--- config.mk ---
export PLATFORM = sky130hd
export DESIGN_NAME = rrs_supervisor
export DESIGN_NICKNAME = d
export VERILOG_FILES = /design/src/verilog/rrs_supervisor.v /design/src/verilog/rrs_word_counter.v
export VERILOG_INCLUDE_DIRS = /design/src /design/src/verilog
export SDC_FILE = /design/constraint.sdc
export NUM_CORES = 1
export LEC_CHECK = 0
export ABC_AREA = 1
export BUFFER_PORTS_ARGS = -buffer_cell sky130_fd_sc_hd__clkbuf_2
export CAP_MARGIN = 20
export CORE_MARGIN = 4
export CORE_UTILIZATION = 40
export CTS_BUF_LIST = sky130_fd_sc_hd__clkbuf_4
export CTS_CLUSTER_DIAMETER = 40
export DETAILED_ROUTE_END_ITERATION = 10
export REMOVE_ABC_BUFFERS = 1
export SYNTH_ARGS = -nofsm -noshare
export SYNTH_HDL_FRONTEND = slang
export SYNTH_SLANG_ARGS = --single-unit
--- constraint.sdc ---
create_clock -name aclk -period 1.8 [get_ports aclk]
set_clock_uncertainty 0.05 [all_clocks]
set_input_delay 0.36 -clock aclk [delete_from_list [all_inputs] [get_ports aclk]]
set_output_delay 0.36 -clock aclk [all_outputs]
set_load 0.03 [all_outputs]
--- src/verilog/rrs_defines.vh ---
// constants for the receive retransmission request supervisor
`ifndef RRS_DEFINES_VH
`define RRS_DEFINES_VH

// =====================================================================
// register byte offsets on the AXI4-Lite port
`define RRS_ADDR_W 8
`define RRS_OFF_CTRL 8'h00
`define RRS_OFF_SHORT 8'h04
`define RRS_OFF_LONG 8'h08
`define RRS_OFF_RETRY 8'h0C
`define RRS_OFF_WRAP 8'h10
`define RRS_OFF_WDOG 8'h14
`define RRS_OFF_STATUS 8'h18

// =====================================================================
// field widths
`define RRS_SHORT_W 16
`define RRS_LONG_W 16
`define RRS_RETRY_W 4
`define RRS_WRAP_W 8
`define RRS_WDOG_MSB_W 12
`define RRS_WDOG_W 32
`define RRS_WDOG_LSB_W 20

// =====================================================================
// reset values of the configuration fields
`define RRS_RST_SHORT 16'h0800
`define RRS_RST_LONG 16'h0000
`define RRS_RST_RETRY 4'h2
`define RRS_RST_WRAP 8'h00
`define RRS_RST_WDOG 12'h000
`define RRS_WDOG_LSBS 20'h00000

// =====================================================================
// control and status field positions
`define RRS_CTRL_CLEAR_BIT 0
`define RRS_STAT_RETRY_BIT 0
`define RRS_STAT_WRAP_BIT 1
`define RRS_STAT_WDOG_BIT 2
`define RRS_STAT_STATE_LSB 4
`define RRS_STAT_STATE_MSB 5
`define RRS_STAT_CNT_LSB 8
`define RRS_STAT_CNT_MSB 11

// =====================================================================
// supervisor states
`define RRS_ST_IDLE 2'h0
`define RRS_ST_SHORT 2'h1
`define RRS_ST_LONG 2'h2
`define RRS_ST_AWAIT 2'h3

// =====================================================================
// bus answers
`define RRS_RESP_OKAY 2'h0
`define RRS_RESP_SLVERR 2'h2

`endif

--- src/verilog/rrs_supervisor.v ---
// receive retransmission request supervisor with AXI4-Lite configuration
//
// Contract
// RULE_01: short timer counts words from request
// RULE_02: long nonzero: short phase ignores errors, discontinuities
// RULE_03: long zero: short phase ignores errors only
// RULE_04: long zero: short expiry re-requests
// RULE_05: software sets short limit above latency
// RULE_06: software sets short limit above eight
// RULE_07: long timer counts words, default zero
// RULE_08: software sets long zero or above latency
// RULE_09: long expiry without discontinuity re-requests
// RULE_10: re-request tally at maximum flags retry error
// RULE_11: software sets retry maximum two or more
// RULE_12: wrap timer counts sequence changes, zero disables
// RULE_13: wrap flag sticky until clear pulsed
// RULE_14: watchdog counts words, limit from msbs
// RULE_15: watchdog disabled when msbs all zero
// RULE_16: watchdog flag sticky until clear pulsed
// RULE_17: watchdog lsbs zero; timers restart on arrival
`timescale 1ns/10ps
`include "rrs_defines.vh"

module rrs_supervisor (
	input wire aclk,
	input wire aresetn,
	// link side events, one cycle each
	input wire word_valid,
	input wire crc_error,
	input wire seq_discontinuity,
	input wire primary_seq_change,
	input wire expected_seq_arrived,
	output reg retrans_request,
	output reg rerequest_exhausted_flag,
	output reg seq_wrap_error_flag,
	output reg watchdog_expired_flag,
	// AXI4-Lite slave
	input wire [`RRS_ADDR_W-1:0] s_axi_awaddr,
	input wire s_axi_awvalid,
	output reg s_axi_awready,
	input wire [31:0] s_axi_wdata,
	input wire [3:0] s_axi_wstrb,
	input wire s_axi_wvalid,
	output reg s_axi_wready,
	output reg [1:0] s_axi_bresp,
	output reg s_axi_bvalid,
	input wire s_axi_bready,
	input wire [`RRS_ADDR_W-1:0] s_axi_araddr,
	input wire s_axi_arvalid,
	output reg s_axi_arready,
	output reg [31:0] s_axi_rdata,
	output reg [1:0] s_axi_rresp,
	output reg s_axi_rvalid,
	input wire s_axi_rready
);

	// =====================================================================
	// configuration registers
	reg retrans_error_clear, clear_prev;
	reg [`RRS_SHORT_W-1:0] short_timer_limit;
	reg [`RRS_LONG_W-1:0] long_timer_limit;
	reg [`RRS_RETRY_W-1:0] rerequest_max;
	reg [`RRS_WRAP_W-1:0] seq_wrap_limit;
	reg [`RRS_WDOG_MSB_W-1:0] watchdog_limit_msbs;

	// write channel holding; w_old is the addressed configuration register as it reads back, zero for status
	reg [`RRS_ADDR_W-1:0] aw_addr;
	reg [31:0] w_data, w_old;
	reg [3:0] w_strb;
	wire [31:0] w_merged;

	// supervisor state
	reg [1:0] state, next_state;
	reg [`RRS_RETRY_W-1:0] retry_cnt, next_retry_cnt;
	reg next_request, retry_hit;

	wire mode_short_only, short_reached, long_reached, wrap_reached, wdog_reached;
	wire supervising, timer_restart, hold_restart, clear_release;
	wire wrap_enabled, wdog_enabled, wrap_hit, wdog_hit, write_fire;
	wire [`RRS_WDOG_W-1:0] wdog_limit;
	wire [31:0] status_word;

	// byte lanes not strobed keep the register's old contents
	genvar lane;
	generate
		for (lane = 0; lane < 4; lane = lane + 1) begin : g_lane
			assign w_merged[lane*8 +: 8] = w_strb[lane] ? w_data[lane*8 +: 8] : w_old[lane*8 +: 8];
		end
	endgenerate

	always @* begin
		case (aw_addr)
			`RRS_OFF_CTRL: w_old = {31'h00000000, retrans_error_clear};
			`RRS_OFF_SHORT: w_old = {16'h0000, short_timer_limit};
			`RRS_OFF_LONG: w_old = {16'h0000, long_timer_limit};
			`RRS_OFF_RETRY: w_old = {28'h0000000, rerequest_max};
			`RRS_OFF_WRAP: w_old = {24'h000000, seq_wrap_limit};
			`RRS_OFF_WDOG: w_old = {20'h00000, watchdog_limit_msbs};
			default: w_old = 32'h00000000;
		endcase
	end

	// =====================================================================
	// derived controls
	assign mode_short_only = (long_timer_limit == `RRS_RST_LONG);
	assign supervising = (state != `RRS_ST_IDLE);
	assign wdog_limit = {watchdog_limit_msbs, `RRS_WDOG_LSBS}; // [RULE_17]
	assign wrap_enabled = (seq_wrap_limit != `RRS_RST_WRAP); // [RULE_12]
	assign wdog_enabled = (watchdog_limit_msbs != `RRS_RST_WDOG); // [RULE_15]
	assign wrap_hit = wrap_enabled && supervising && wrap_reached; // [RULE_13]
	assign wdog_hit = wdog_enabled && supervising && wdog_reached; // [RULE_16]
	// the request timers restart with every request or re-request
	assign timer_restart = next_request || !supervising;
	// the waiting timers restart once the expected sequence is back and stay cleared while idle
	assign hold_restart = !supervising || expected_seq_arrived; // [RULE_17]
	assign clear_release = clear_prev && !retrans_error_clear;
	assign write_fire = !s_axi_awready && !s_axi_wready && !s_axi_bvalid;

	assign status_word = {20'h00000, retry_cnt, 2'h0, state, 1'b0,
		watchdog_expired_flag, seq_wrap_error_flag, rerequest_exhausted_flag};

	// =====================================================================
	// timers
	rrs_word_counter #(.WIDTH(`RRS_SHORT_W)) u_short (
		.aclk(aclk),
		.aresetn(aresetn),
		.restart(timer_restart),
		.step(word_valid && (state == `RRS_ST_SHORT)), // [RULE_01]
		.limit(short_timer_limit),
		.reached(short_reached)
	);

	// the long timer keeps counting through the short phase
	rrs_word_counter #(.WIDTH(`RRS_LONG_W)) u_long (
		.aclk(aclk),
		.aresetn(aresetn),
		.restart(timer_restart),
		.step(word_valid && !mode_short_only && supervising && (state != `RRS_ST_AWAIT)), // [RULE_07]
		.limit(long_timer_limit),
		.reached(long_reached)
	);

	rrs_word_counter #(.WIDTH(`RRS_WRAP_W)) u_wrap (
		.aclk(aclk),
		.aresetn(aresetn),
		.restart(hold_restart),
		.step(primary_seq_change && wrap_enabled), // [RULE_12]
		.limit(seq_wrap_limit),
		.reached(wrap_reached)
	);

	rrs_word_counter #(.WIDTH(`RRS_WDOG_W)) u_wdog (
		.aclk(aclk),
		.aresetn(aresetn),
		.restart(hold_restart),
		.step(word_valid && wdog_enabled), // [RULE_14]
		.limit(wdog_limit),
		.reached(wdog_reached)
	);

	// =====================================================================
	// request sequencing
	always @* begin
		next_state = state;
		next_retry_cnt = retry_cnt;
		next_request = 1'b0;
		retry_hit = 1'b0;
		case (state)
			`RRS_ST_IDLE: begin
				if (crc_error) begin
					next_state = `RRS_ST_SHORT; // [RULE_01] [RULE_07]
					next_request = 1'b1;
					next_retry_cnt = {`RRS_RETRY_W{1'b0}};
				end
			end
			`RRS_ST_SHORT: begin
				// errors are never looked at here
				if (mode_short_only) begin
					if (seq_discontinuity) begin
						next_state = `RRS_ST_AWAIT; // [RULE_03]
					end else if (short_reached) begin
						next_request = 1'b1; // [RULE_04]
					end
				end else if (short_reached) begin
					next_state = `RRS_ST_LONG; // [RULE_02]
				end
			end
			`RRS_ST_LONG: begin
				if (seq_discontinuity) begin
					next_state = `RRS_ST_AWAIT;
				end else if (long_reached) begin
					next_state = `RRS_ST_SHORT;
					next_request = 1'b1; // [RULE_09]
				end
			end
			`RRS_ST_AWAIT: next_state = `RRS_ST_AWAIT;
			default: next_state = `RRS_ST_IDLE;
		endcase
		// a re-request bumps the tally; at the maximum stop asking and wait
		if (next_request && supervising) begin
			next_retry_cnt = retry_cnt + {{(`RRS_RETRY_W-1){1'b0}}, 1'b1};
			if (next_retry_cnt >= rerequest_max) begin
				retry_hit = 1'b1; // [RULE_10]
				next_state = `RRS_ST_AWAIT;
			end
		end
		if (supervising && expected_seq_arrived) begin
			next_state = `RRS_ST_IDLE; // [RULE_17]
			next_request = 1'b0;
			retry_hit = 1'b0;
		end
	end

	always @(posedge aclk) begin
		if (!aresetn) begin
			state <= `RRS_ST_IDLE;
			retry_cnt <= {`RRS_RETRY_W{1'b0}};
			retrans_request <= 1'b0;
		end else begin
			state <= next_state;
			retry_cnt <= next_retry_cnt;
			retrans_request <= next_request;
		end
	end

	// =====================================================================
	// sticky error flags; a new hit in the release cycle wins over the clear
	always @(posedge aclk) begin
		if (!aresetn) begin
			clear_prev <= 1'b0;
			rerequest_exhausted_flag <= 1'b0;
			seq_wrap_error_flag <= 1'b0;
			watchdog_expired_flag <= 1'b0;
		end else begin
			clear_prev <= retrans_error_clear;
			if (retry_hit) begin
				rerequest_exhausted_flag <= 1'b1; // [RULE_10]
			end else if (clear_release) begin
				rerequest_exhausted_flag <= 1'b0;
			end
			if (wrap_hit) begin
				seq_wrap_error_flag <= 1'b1; // [RULE_13]
			end else if (clear_release) begin
				seq_wrap_error_flag <= 1'b0; // [RULE_13]
			end
			if (wdog_hit) begin
				watchdog_expired_flag <= 1'b1; // [RULE_16]
			end else if (clear_release) begin
				watchdog_expired_flag <= 1'b0; // [RULE_16]
			end
		end
	end

	// =====================================================================
	// AXI4-Lite write path: address and data are latched in either order
	always @(posedge aclk) begin
		if (!aresetn) begin
			s_axi_awready <= 1'b1;
			s_axi_wready <= 1'b1;
			s_axi_bvalid <= 1'b0;
			s_axi_bresp <= `RRS_RESP_OKAY;
			aw_addr <= {`RRS_ADDR_W{1'b0}};
			w_data <= 32'h00000000;
			w_strb <= 4'h0;
			retrans_error_clear <= 1'b0;
			short_timer_limit <= `RRS_RST_SHORT;
			long_timer_limit <= `RRS_RST_LONG;
			rerequest_max <= `RRS_RST_RETRY;
			seq_wrap_limit <= `RRS_RST_WRAP;
			watchdog_limit_msbs <= `RRS_RST_WDOG;
		end else begin
			if (s_axi_awvalid && s_axi_awready) begin
				aw_addr <= s_axi_awaddr;
				s_axi_awready <= 1'b0;
			end
			if (s_axi_wvalid && s_axi_wready) begin
				w_data <= s_axi_wdata;
				w_strb <= s_axi_wstrb;
				s_axi_wready <= 1'b0;
			end
			if (write_fire) begin
				s_axi_bvalid <= 1'b1;
				s_axi_bresp <= `RRS_RESP_OKAY;
				case (aw_addr)
					`RRS_OFF_CTRL: retrans_error_clear <= w_merged[`RRS_CTRL_CLEAR_BIT];
					`RRS_OFF_SHORT: short_timer_limit <= w_merged[`RRS_SHORT_W-1:0];
					`RRS_OFF_LONG: long_timer_limit <= w_merged[`RRS_LONG_W-1:0];
					`RRS_OFF_RETRY: rerequest_max <= w_merged[`RRS_RETRY_W-1:0];
					`RRS_OFF_WRAP: seq_wrap_limit <= w_merged[`RRS_WRAP_W-1:0];
					`RRS_OFF_WDOG: watchdog_limit_msbs <= w_merged[`RRS_WDOG_MSB_W-1:0];
					// read only; writes are accepted and dropped
					`RRS_OFF_STATUS: s_axi_bresp <= `RRS_RESP_OKAY;
					default: s_axi_bresp <= `RRS_RESP_SLVERR;
				endcase
			end
			if (s_axi_bvalid && s_axi_bready) begin
				s_axi_bvalid <= 1'b0;
				s_axi_awready <= 1'b1;
				s_axi_wready <= 1'b1;
			end
		end
	end

	// =====================================================================
	// AXI4-Lite read path
	always @(posedge aclk) begin
		if (!aresetn) begin
			s_axi_arready <= 1'b1;
			s_axi_rvalid <= 1'b0;
			s_axi_rdata <= 32'h00000000;
			s_axi_rresp <= `RRS_RESP_OKAY;
		end else begin
			if (s_axi_arvalid && s_axi_arready) begin
				s_axi_arready <= 1'b0;
				s_axi_rvalid <= 1'b1;
				s_axi_rresp <= `RRS_RESP_OKAY;
				case (s_axi_araddr)
					`RRS_OFF_CTRL: s_axi_rdata <= {31'h00000000, retrans_error_clear};
					`RRS_OFF_SHORT: s_axi_rdata <= {16'h0000, short_timer_limit};
					`RRS_OFF_LONG: s_axi_rdata <= {16'h0000, long_timer_limit};
					`RRS_OFF_RETRY: s_axi_rdata <= {28'h0000000, rerequest_max};
					`RRS_OFF_WRAP: s_axi_rdata <= {24'h000000, seq_wrap_limit};
					`RRS_OFF_WDOG: s_axi_rdata <= {20'h00000, watchdog_limit_msbs};
					`RRS_OFF_STATUS: s_axi_rdata <= status_word;
					default: begin
						s_axi_rdata <= 32'h00000000;
						s_axi_rresp <= `RRS_RESP_SLVERR;
					end
				endcase
			end
			if (s_axi_rvalid && s_axi_rready) begin
				s_axi_rvalid <= 1'b0;
				s_axi_arready <= 1'b1;
			end
		end
	end

endmodule

--- src/verilog/rrs_word_counter.v ---
// saturating event counter with synchronous restart and limit compare
`timescale 1ns/10ps

module rrs_word_counter #(
	parameter WIDTH = 16
) (
	input wire aclk,
	input wire aresetn,
	input wire restart,
	input wire step,
	input wire [WIDTH-1:0] limit,
	output wire reached
);

	reg [WIDTH-1:0] count;

	// saturating at the limit keeps reached high until a restart
	assign reached = (count == limit);

	// =====================================================================
	// counter
	always @(posedge aclk) begin
		if (!aresetn) begin
			count <= {WIDTH{1'b0}};
		end else if (restart) begin
			count <= {WIDTH{1'b0}};
		end else if (step && !reached) begin
			count <= count + {{(WIDTH-1){1'b0}}, 1'b1};
		end
	end

endmodule

== Word-level counts from Yosys, hierarchy flattened ==
Cells that the tools add are included.

* Memory bits (writable): 0
* Input port bits: 64
* Memory bits (read-only): 0
* Latch bits: 0
* Output and inout bits: 45
* Register bits after elaboration: 207
* Memories kept: 0

* Bitwise logic cells: 1
* $lt $le $gt $ge: 1
* Divide/modulo/power cells: 0
* Shifts and indexed selects: 0
* Multiply operators: 0
* Equal/unequal tests: 20
* $add $sub $neg: 5
* Multiplexer cells: 33
* Reduce and logical (&&, ||, !) cells: 62

{| class="wikitable"
|+ Operators by type and width
! operator !! count
|-
| $pmux W16 S7 || 1
|-
| $pmux W16 S5 || 1
|-
| $eq A8 B5 Y1 const B || 6
|-
| $add A16 B1 Y16 const B || 2
|-
| $add A32 B1 Y32 const B || 1
|-
| $eq A16 B16 Y1 || 2
|-
| $eq A32 B32 Y1 || 1
|-
| $eq A8 B4 Y1 const B || 4
|-
| $logic_and A1 B1 Y1 || 24
|-
| $mux W2 || 10
|-
| $eq A8 B3 Y1 const B || 2
|-
| $logic_not A16 Y1 || 1
|-
| $logic_not A8 Y1 || 2
|-
| $mux W8 || 2
|-
| $mux W1 || 14
|-
| $reduce_and A2 Y1 || 7
|-
| $reduce_or A7 Y1 || 2
|-
| $mux W4 || 3
|-
| $reduce_bool A12 Y1 || 1
|-
| $reduce_bool A2 Y1 || 6
|-
| $logic_not A1 Y1 || 10
|-
| $reduce_or A2 Y1 || 5
|-
| $add A8 B1 Y8 const B || 1
|-
| $eq A8 B8 Y1 || 1
|-
| 11 further kinds || 13
|}

== Logic depth before layout (Yosys ltp) ==
Gate-level depths: netlist of the first run.

* Depth in word-level cells: 9
* Mapped depth: 14

== Hierarchy ==
Synthesis of the first run repeated with hierarchy kept, for this count alone.

* Cell total of the unflattened synthesis: 1829
* Area, all modules: 11529.8 um^2

{| class="wikitable"
|+ By module, submodules not included
! module !! cells each !! area an instance (um^2) !! instances
|-
| rrs_supervisor || 895 || 6143.4 || 1
|-
| rrs_word_counter at u_long ... || 221 || 1211.2 || 2
|-
| rrs_word_counter at u_wdog || 395 || 2404.8 || 1
|-
| rrs_word_counter at u_wrap || 97 || 559.3 || 1
|}

== Least setup slack after synthesis of the first run ==
Ideal clock, no wire load.

* Kind: flip-flop to flip-flop
* Start: register s_axi_bvalid
* End: register short_timer_limit[12]
* Cell stages (with the launch flop): 8
* Slack: 0.124 ns
* Path buffers: 1
* Library setup time: 0.115 ns
* Arrival: 1.511 ns
* Cells stage by stage: dfxtp_1 nor3_2 inv_2 nor2_4 inv_2 clkbuf_1 o21ai_0 inv_1

* Longest elaborated chain between the ends: 3

{| class="wikitable"
|+ RTL lines
! element !! line !! text
|-
| start: declaration || rrs_supervisor.v:46 || <nowiki>output reg s_axi_bvalid,</nowiki>
|-
| start signal: assignment || rrs_supervisor.v:260 || <nowiki>s_axi_bvalid <= 1'b0;</nowiki>
|-
| start signal: assignment || rrs_supervisor.v:282 || <nowiki>s_axi_bvalid <= 1'b1;</nowiki>
|-
| start signal: assignment || rrs_supervisor.v:297 || <nowiki>s_axi_bvalid <= 1'b0;</nowiki>
|-
| $logic_not A1 Y1 || rrs_supervisor.v:117 || <nowiki>assign write_fire = !s_axi_awready && !s_axi_wready && !s_axi_bvalid;</nowiki>
|-
| $logic_and A1 B1 Y1 || rrs_supervisor.v:117 ||
|-
| $reduce_and A2 Y1 (no source line) || -- ||
|-
| end signal: assignment || rrs_supervisor.v:266 || <nowiki>short_timer_limit <= `RRS_RST_SHORT;</nowiki>
|-
| end signal: assignment || rrs_supervisor.v:286 || <nowiki>`RRS_OFF_SHORT: short_timer_limit <= w_merged[`RRS_SHORT_W-1:0];</nowiki>
|-
| end: declaration || rrs_supervisor.v:60 || <nowiki>reg [`RRS_SHORT_W-1:0] short_timer_limit;</nowiki>
|}

Every way passes these cells.
A chain may end at the register's enable or synchronous reset.

== Worst setup path after layout of the first run ==
* Start: register aw_addr[0]
* End: register long_timer_limit[9]

* Longest elaborated chain between the ends: 3
* Elaborated cells on any way between the ends: 8
* Those cells by class: eq/ne (5); mux (2); reduce/logical (1)

{| class="wikitable"
|+ RTL lines
! element !! line !! text
|-
| start: declaration || rrs_supervisor.v:67 || <nowiki>reg [`RRS_ADDR_W-1:0] aw_addr;</nowiki>
|-
| start signal: assignment || rrs_supervisor.v:262 || <nowiki>aw_addr <= {`RRS_ADDR_W{1'b0}};</nowiki>
|-
| start signal: assignment || rrs_supervisor.v:273 || <nowiki>aw_addr <= s_axi_awaddr;</nowiki>
|-
| $eq A8 B5 Y1, or another cell as far along || rrs_supervisor.v:92 || <nowiki>case (aw_addr)</nowiki>
|-
| $pmux W16 S5 || rrs_supervisor.v:92 ||
|-
| $mux W8 || rrs_supervisor.v:87 || <nowiki>assign w_merged[lane*8 +: 8] = w_strb[lane] ? w_data[lane*8 +: 8] : w_old[lane*8 +: 8];</nowiki>
|-
| end signal: assignment || rrs_supervisor.v:267 || <nowiki>long_timer_limit <= `RRS_RST_LONG;</nowiki>
|-
| end signal: assignment || rrs_supervisor.v:287 || <nowiki>`RRS_OFF_LONG: long_timer_limit <= w_merged[`RRS_LONG_W-1:0];</nowiki>
|-
| end: declaration || rrs_supervisor.v:61 || <nowiki>reg [`RRS_LONG_W-1:0] long_timer_limit;</nowiki>
|}

Parallel ways exist; a longest one is shown, timed or not.

==> impl_metrics.toml, run 1 <==
[status]
status = "finished, violations left"
violations = "negative setup slack"

[clock_network]
clk-insertion-delay-late_ps = 610
clk_pin_slew_ps = 160
cts_tree = "yes"
clock_path_buffers = 2
root_buffer = "clkbuf_4"
cts_sinks = 189
htree_levels = 4
numCtsBuffers = 17

[placement]
io_buffers = 72
post_dp_cell_area_um2 = 12600
place_congestion = 0.962
hpwl_mm = 27.1
place_ws_ps = -129

[power_and_ir_drop]
total_leakage_power_uw = 0.00590
cellPowerDensity_nw_per_um2 = 562
peakVddDrop_v = 0.000393
p_total_uw = 8030

[cells_and_area]
fillers = 2577
fin_nets = 1967
drive_gt1_share_pct = 29.0
area_growth_pct = 32.8
fin_area_um2 = 14300
layout_common_cells = "nand2_1 (347), inv_1 (182), buf_4 (167)"
layout_commonest_cell = "nand2_1"

[worst_setup_path]
worstSetupStartpoint = "aw_addr[0]"
worstSetupPathType = "reg -> reg"
crit_arrival_ps = 2310
startpoint_type = "flop"
cp.required_ps = 2270
r2r_start = "aw_addr[0]"
crit_path_end_kind = "flop"
critPathMaxFanout = 8

[logic_synthesis]
syn_avg_cell_area_um2 = 6.58
ys_seq_area_share_pct = 35.2
netlist_area_um2 = 10800
async_reset_ff_share_pct = 0
synth_edf_count = 0
synth-seq-cells = 189
netlist-cell-type-count = 43
synth_ff_type = "dfxtp_1"
yosysWarnings = 0
synth_cells = 1637

[floorplanning]
die_h_um = 172
start_util_pct = 41.0
chipWidth_um = 172
dieArea_um2 = 29600
ios = 109
num_rows = 59
core_area_um2 = 26300

[job]
cap_violations = 0

[route]
wl_mm = 37.1
ant_nets = 0
via_per_inst = 5.25
vias = 11800
wl_per_cell_um = 16.5
initialDrtViolationCount = 1046
drc = 0
first_pass_iters = 5

[global_routing]
grt_max_degree = 67
grt_pass1_wl_mm = 55.6
grt_usage_pct = 23.5
grt_overflow = 0
grt_pass1_vias = 10500
antenna_found_initial = 1

[worst_hold_path]
hold_class = "in -> reg"
hold_start = "s_axi_awaddr[7]"

[sta]
holdWs_ps = 57.0
clock.fmax_ghz = 0.542
period_share_pct = 102
setup_tns_ps = -347
setup_slack_ps = -44.9
period_minus_slack_ps = 1840
slew_headroom_pct = 65.5
grt_setup_unrepaired = "true"
tightestPinTransition_ps = 517
maxSlewViolCount = 0
setup_viol = 19
hold_violations = 0
-- metrics by stage --
| step | utilization, % | instances |
|---|---|---|
| 2_1_floorplan | - | 1581 |
| 3_3_place_gp | 47.8 | 2159 |
| 3_5_place_dp | 47.8 | 2159 |
| 4_1_cts | 50.4 | 2220 |
| 5_1_grt | 54.4 | 2242 |
| 6_report | 54.4 | 2242 |
-- layout make-up --
| class | instances | area [µm²] | share of cell area, % |
|---|---|---|---|
| Sequential cell | 189 | 3840 | 26.8 |
| Multi-Input combinational cell | 1180 | 6610 | 46.2 |
| Inverter | 213 | 817 | 5.71 |
| Tap cell | 335 | 419 | 2.93 |
| Timing Repair Buffer | 291 | 2290 | 16.0 |
| Clock buffer | 18 | 135 | 0.945 |
| Antenna cell | 1 | 2.50 | 0.0175 |
| Timing Repair inverter | 1 | 6.26 | 0.0438 |
| Clock inverter | 14 | 180 | 1.26 |
-- final timing paths --
kind / end / slack, ps / cells past startpoint
hold / removal: aw_addr[7] / 60 / 3
setup / recovery: long_timer_limit[9] / -40 / 10
setup reg to reg: long_timer_limit[9] / -40 / 10
hold reg to reg: s_axi_rdata[7] / 420 / 2
-- where the power goes --
| part | internal [µW] | switching [µW] |
|---|---|---|
| clock network | 1010 | 1610 |
| registers | 4270 | 71.7 |
| logic | 395 | 675 |
-- timing repair --
| item | in CTS | in global routing |
|---|---|---|
| gates resized for setup | 24 | 254 |
| setup buffers | 0 | 14 |
| gates cloned | 0 | 7 |
| pin swaps | 3 | 36 |
| endpoints found under the hold margin | 30 | 0 |
| setup endpoints to repair | 105 | 136 |
| hold buffers | 29 | 0 |
-- kinds of logic (layout without fill, tap and decap cells) --
| logic type | Yosys count | count (layout) | share of synthesized area [%] |
|---|---|---|---|
| other cells | 1 | 19 | 0.0348 |
| compound gates | 306 | 306 | 15.2 |
| simple gates | 768 | 769 | 30.9 |
| flops | 189 | 189 | 35.2 |
| xor+xnor | 77 | 77 | 6.27 |
| buf+inv | 286 | 537 | 11.3 |
| fa+ha+maj | 10 | 10 | 1.16 |
-- routing by layer --
metal	vias to the layer above	wire length, µm	track usage, %
met2	448	16200	35.5
met4	0	409	4.00
met3	32	3220	4.98
li1	5826	-	-
met1	5455	17300	34.9
met5	-	0	0
-- cells in the mapped netlist, types with 22 or more instances --
library cell	number	area share, %
nand2_1	385	13
dfxtp_1	189	35
inv_1	188	6.6
a21oi_1	161	7.5
nor2_1	145	5.1
nand3_1	132	6.1
o21ai_0	84	3.9
xor2_1	56	4.6
nor3_1	44	2.0
o22ai_1	35	2.0
clkbuf_1	30	1.0
nand4_1	30	1.7
inv_2	22	0.77
-- state kept, by name, summed over array words and instances (netlist names), 2 cells and up --
name / flops
aw_addr: 8
long_timer_limit: 16
rerequest_max: 4
retry_cnt: 4
s_axi_rdata: 16
seq_wrap_limit: 8
short_timer_limit: 16
state: 2
u_long.count: 16
u_short.count: 16
u_wdog.count: 32
u_wrap.count: 8
w_data: 16
w_strb: 2
watchdog_limit_msbs: 12
-- worst max-delay path, stage by stage (launching register included) --
cell and delay, ps:
dfxtp_2 370, nor2_4 120, buf_4 140, nand3_2 90, nor2_4 190, clkinv_4 140, nor2_8 280, clkbuf_16 210
nand3_2 60, nand2_1 80, inv_1 40
(Power assumes the default switching activity.)
==> run 2, diff against run 1 <==
CORE_ASPECT_RATIO = 1.75   (was default)
SKIP_LAST_GASP = 1   (was default)
==> run 2 against run 1 <==
Against the previous run:
- the flow still finishes with violations (negative setup slack)
- first-iteration DRC count fell by 27%
- combinational power barely moved
- final cell count rose by 0.94%
- clock power fell by 13%
- flip-flop and latch count did not move
- highest routed layer unchanged
- hold slack improved by 88 ps
- sequential share of layout area rose by 0.12 points
- routed wire length rose by 2.1%
- core utilization fell by 0.80 points
- maximum frequency fell by 0.56%
- sequential power barely moved
- total power fell by 4.1%
==> impl_metrics.toml, run 2 (same netlist as run 1, synthesis figures left out) <==
[clock_network]
clock_path_buffers = 2
htree_levels = 4
cts_sinks = 189
numCtsBuffers = 17
cts_tree = "yes"
clk_pin_slew_ps = 160
clk-insertion-delay-late_ps = 640
root_buffer = "clkbuf_4"

[floorplanning]
num_rows = 79
chipWidth_um = 132
dieArea_um2 = 29700
core_area_um2 = 26600
ios = 109
die_h_um = 225
start_util_pct = 40.5

[worst_setup_path]
crit_chain = "inv_1 > nand2_1 > nand2_1 > nand2_1 > nor2_2 > nand2_1 > nor2_2 > buf_6 > nand2_2 > nand3_4 > nand2_4 > nand2_8 > buf_12 > a21oi_1"
crit_slowest_cell = "dfxtp_2"
worstSetupStartpoint = "short_timer_limit[3]"
crit_family = "simple AND/OR/NAND/NOR gates"
crit_path_end_kind = "flop"
crit_arrival_ps = 2330
cpPeakStageDelay_ps = 390
critPathMaxFanout = 8
worstSetupPathType = "reg -> reg"
startpoint_type = "flop"
r2r_start = "short_timer_limit[3]"
cp.required_ps = 2280
worst_path_most_repeated_cell = "nand2_1"
worst-path-buf-inv = 3

[status]
violations = "negative setup slack"
status = "finished, violations left"

[global_routing]
grt_max_degree = 67
grt_overflow = 0
grt_pass1_wl_mm = 57.6
antenna_found_initial = 1
grt_usage_pct = 24.4
grt_pass1_vias = 11400

[cells_and_area]
fillers = 2667
largest_reg_flops = 32
area_growth_pct = 32.4
top_register = "u_wdog.count"
utilization_pct = 53.6
multi_input_comb_area_um2 = 6340
layout_commonest_cell = "nand2_1"
area.sequential_um2 = 3840
drive_gt1_share_pct = 26.6
fin_nets = 2000
layout_common_cells = "nand2_1 (370), buf_4 (198), inv_1 (184)"

[sta]
setup_viol = 32
slew_headroom_pct = 61.0
tightestPinTransition_ps = 584
setup_tns_ps = -804
clock.fmax_ghz = 0.539
hold_violations = 0
maxSlewViolCount = 0
period_share_pct = 103
grt_setup_unrepaired = "true"
setup_slack_ps = -55.3
period_minus_slack_ps = 1860

[route]
vias = 11900
first_pass_iters = 5
drc = 0
wl_mm = 37.9
ant_nets = 0
wl_per_cell_um = 16.7
via_per_inst = 5.25
initialDrtViolationCount = 768

[power_and_ir_drop]
peakVddDrop_v = 0.000478
cellPowerDensity_nw_per_um2 = 540
total_leakage_power_uw = 0.00603
p_total_uw = 7700

[worst_hold_path]
hold_class = "in -> reg"
hold_start = "aresetn"

[placement]
hpwl_mm = 28.1
place_ws_ps = -149
place_congestion = 1.00
io_buffers = 72

[job]
cap_violations = 0
==> run 2: final timing paths <==
kind	to	slack, ps	cells after the start
setup / recovery	u_short.count[4]	-60	14
hold / removal	retry_cnt[3]	140	4
setup reg to reg	u_short.count[4]	-60	14
hold reg to reg	s_axi_rdata[14]	420	2
==> run 2: final cells by class <==
| type | instances | area share, % |
|---|---|---|
| Multi-Input combinational cell | 1179 | 44.5 |
| Antenna cell | 1 | 0.0176 |
| Timing Repair Buffer | 326 | 18.2 |
| Clock buffer | 19 | 1.00 |
| Clock inverter | 12 | 0.808 |
| Tap cell | 324 | 2.84 |
| Inverter | 213 | 5.66 |
| Sequential cell | 189 | 27.0 |
==> run 2: through the flow <==
| stage | cells | cell area (µm²) | hold WS [ps] |
|---|---|---|---|
| 2_1_floorplan | 1581 | 10400 | 384 |
| 3_3_place_gp | 2181 | 12800 | 404 |
| 3_5_place_dp | 2181 | 12800 | 406 |
| 4_1_cts | 2254 | 13700 | 92.1 |
| 5_1_grt | 2263 | 14300 | 124 |
| 6_report | 2263 | 14300 | 145 |
==> run 2: routing by layer <==
| layer | share of wire, % | GRT usage (%) | wire length (µm) | vias to the layer above |
|---|---|---|---|---|
| met2 | 53 | 46.9 | 20300 | 349 |
| met1 | 36 | 24.0 | 13700 | 5504 |
| met4 | 6.8 | 16.1 | 2570 | 0 |
| met3 | 3.6 | 3.71 | 1370 | 134 |
| li1 | - | - | - | 5884 |
| met5 | 0 | 0 | 0 | - |
==> run 2: worst reg2reg max path, cell delays in order (launching register included) <==
cell,delay [ps]
dfxtp_2,390
inv_1,80
nand2_1,60
nand2_1,70
nand2_1,70
nor2_2,90
nand2_1,70
nor2_2,120
buf_6,130
nand2_2,90
nand3_4,100
nand2_4,80
nand2_8,140
buf_12,170
a21oi_1,60
==> run 2: where the power goes <==
group	internal, µW	switching [µW]	total (µW)	leakage, µW
Combinational	428	674	1100	0.00435
Clock	722	1550	2280	0.000133
Sequential	4260	59.4	4320	0.00155
Total	5410	2290	7700	0.00603
==> run 2: repair_timing <==
action / in CTS / in global routing
setup buffers: 6 / 6
gates cloned: 2 / 3
pin swaps: 6 / 25
hold buffers: 34 / 0
gates resized for setup: 64 / 131
hold endpoints to repair: 36 / 0
endpoints found under the setup margin: 111 / 126
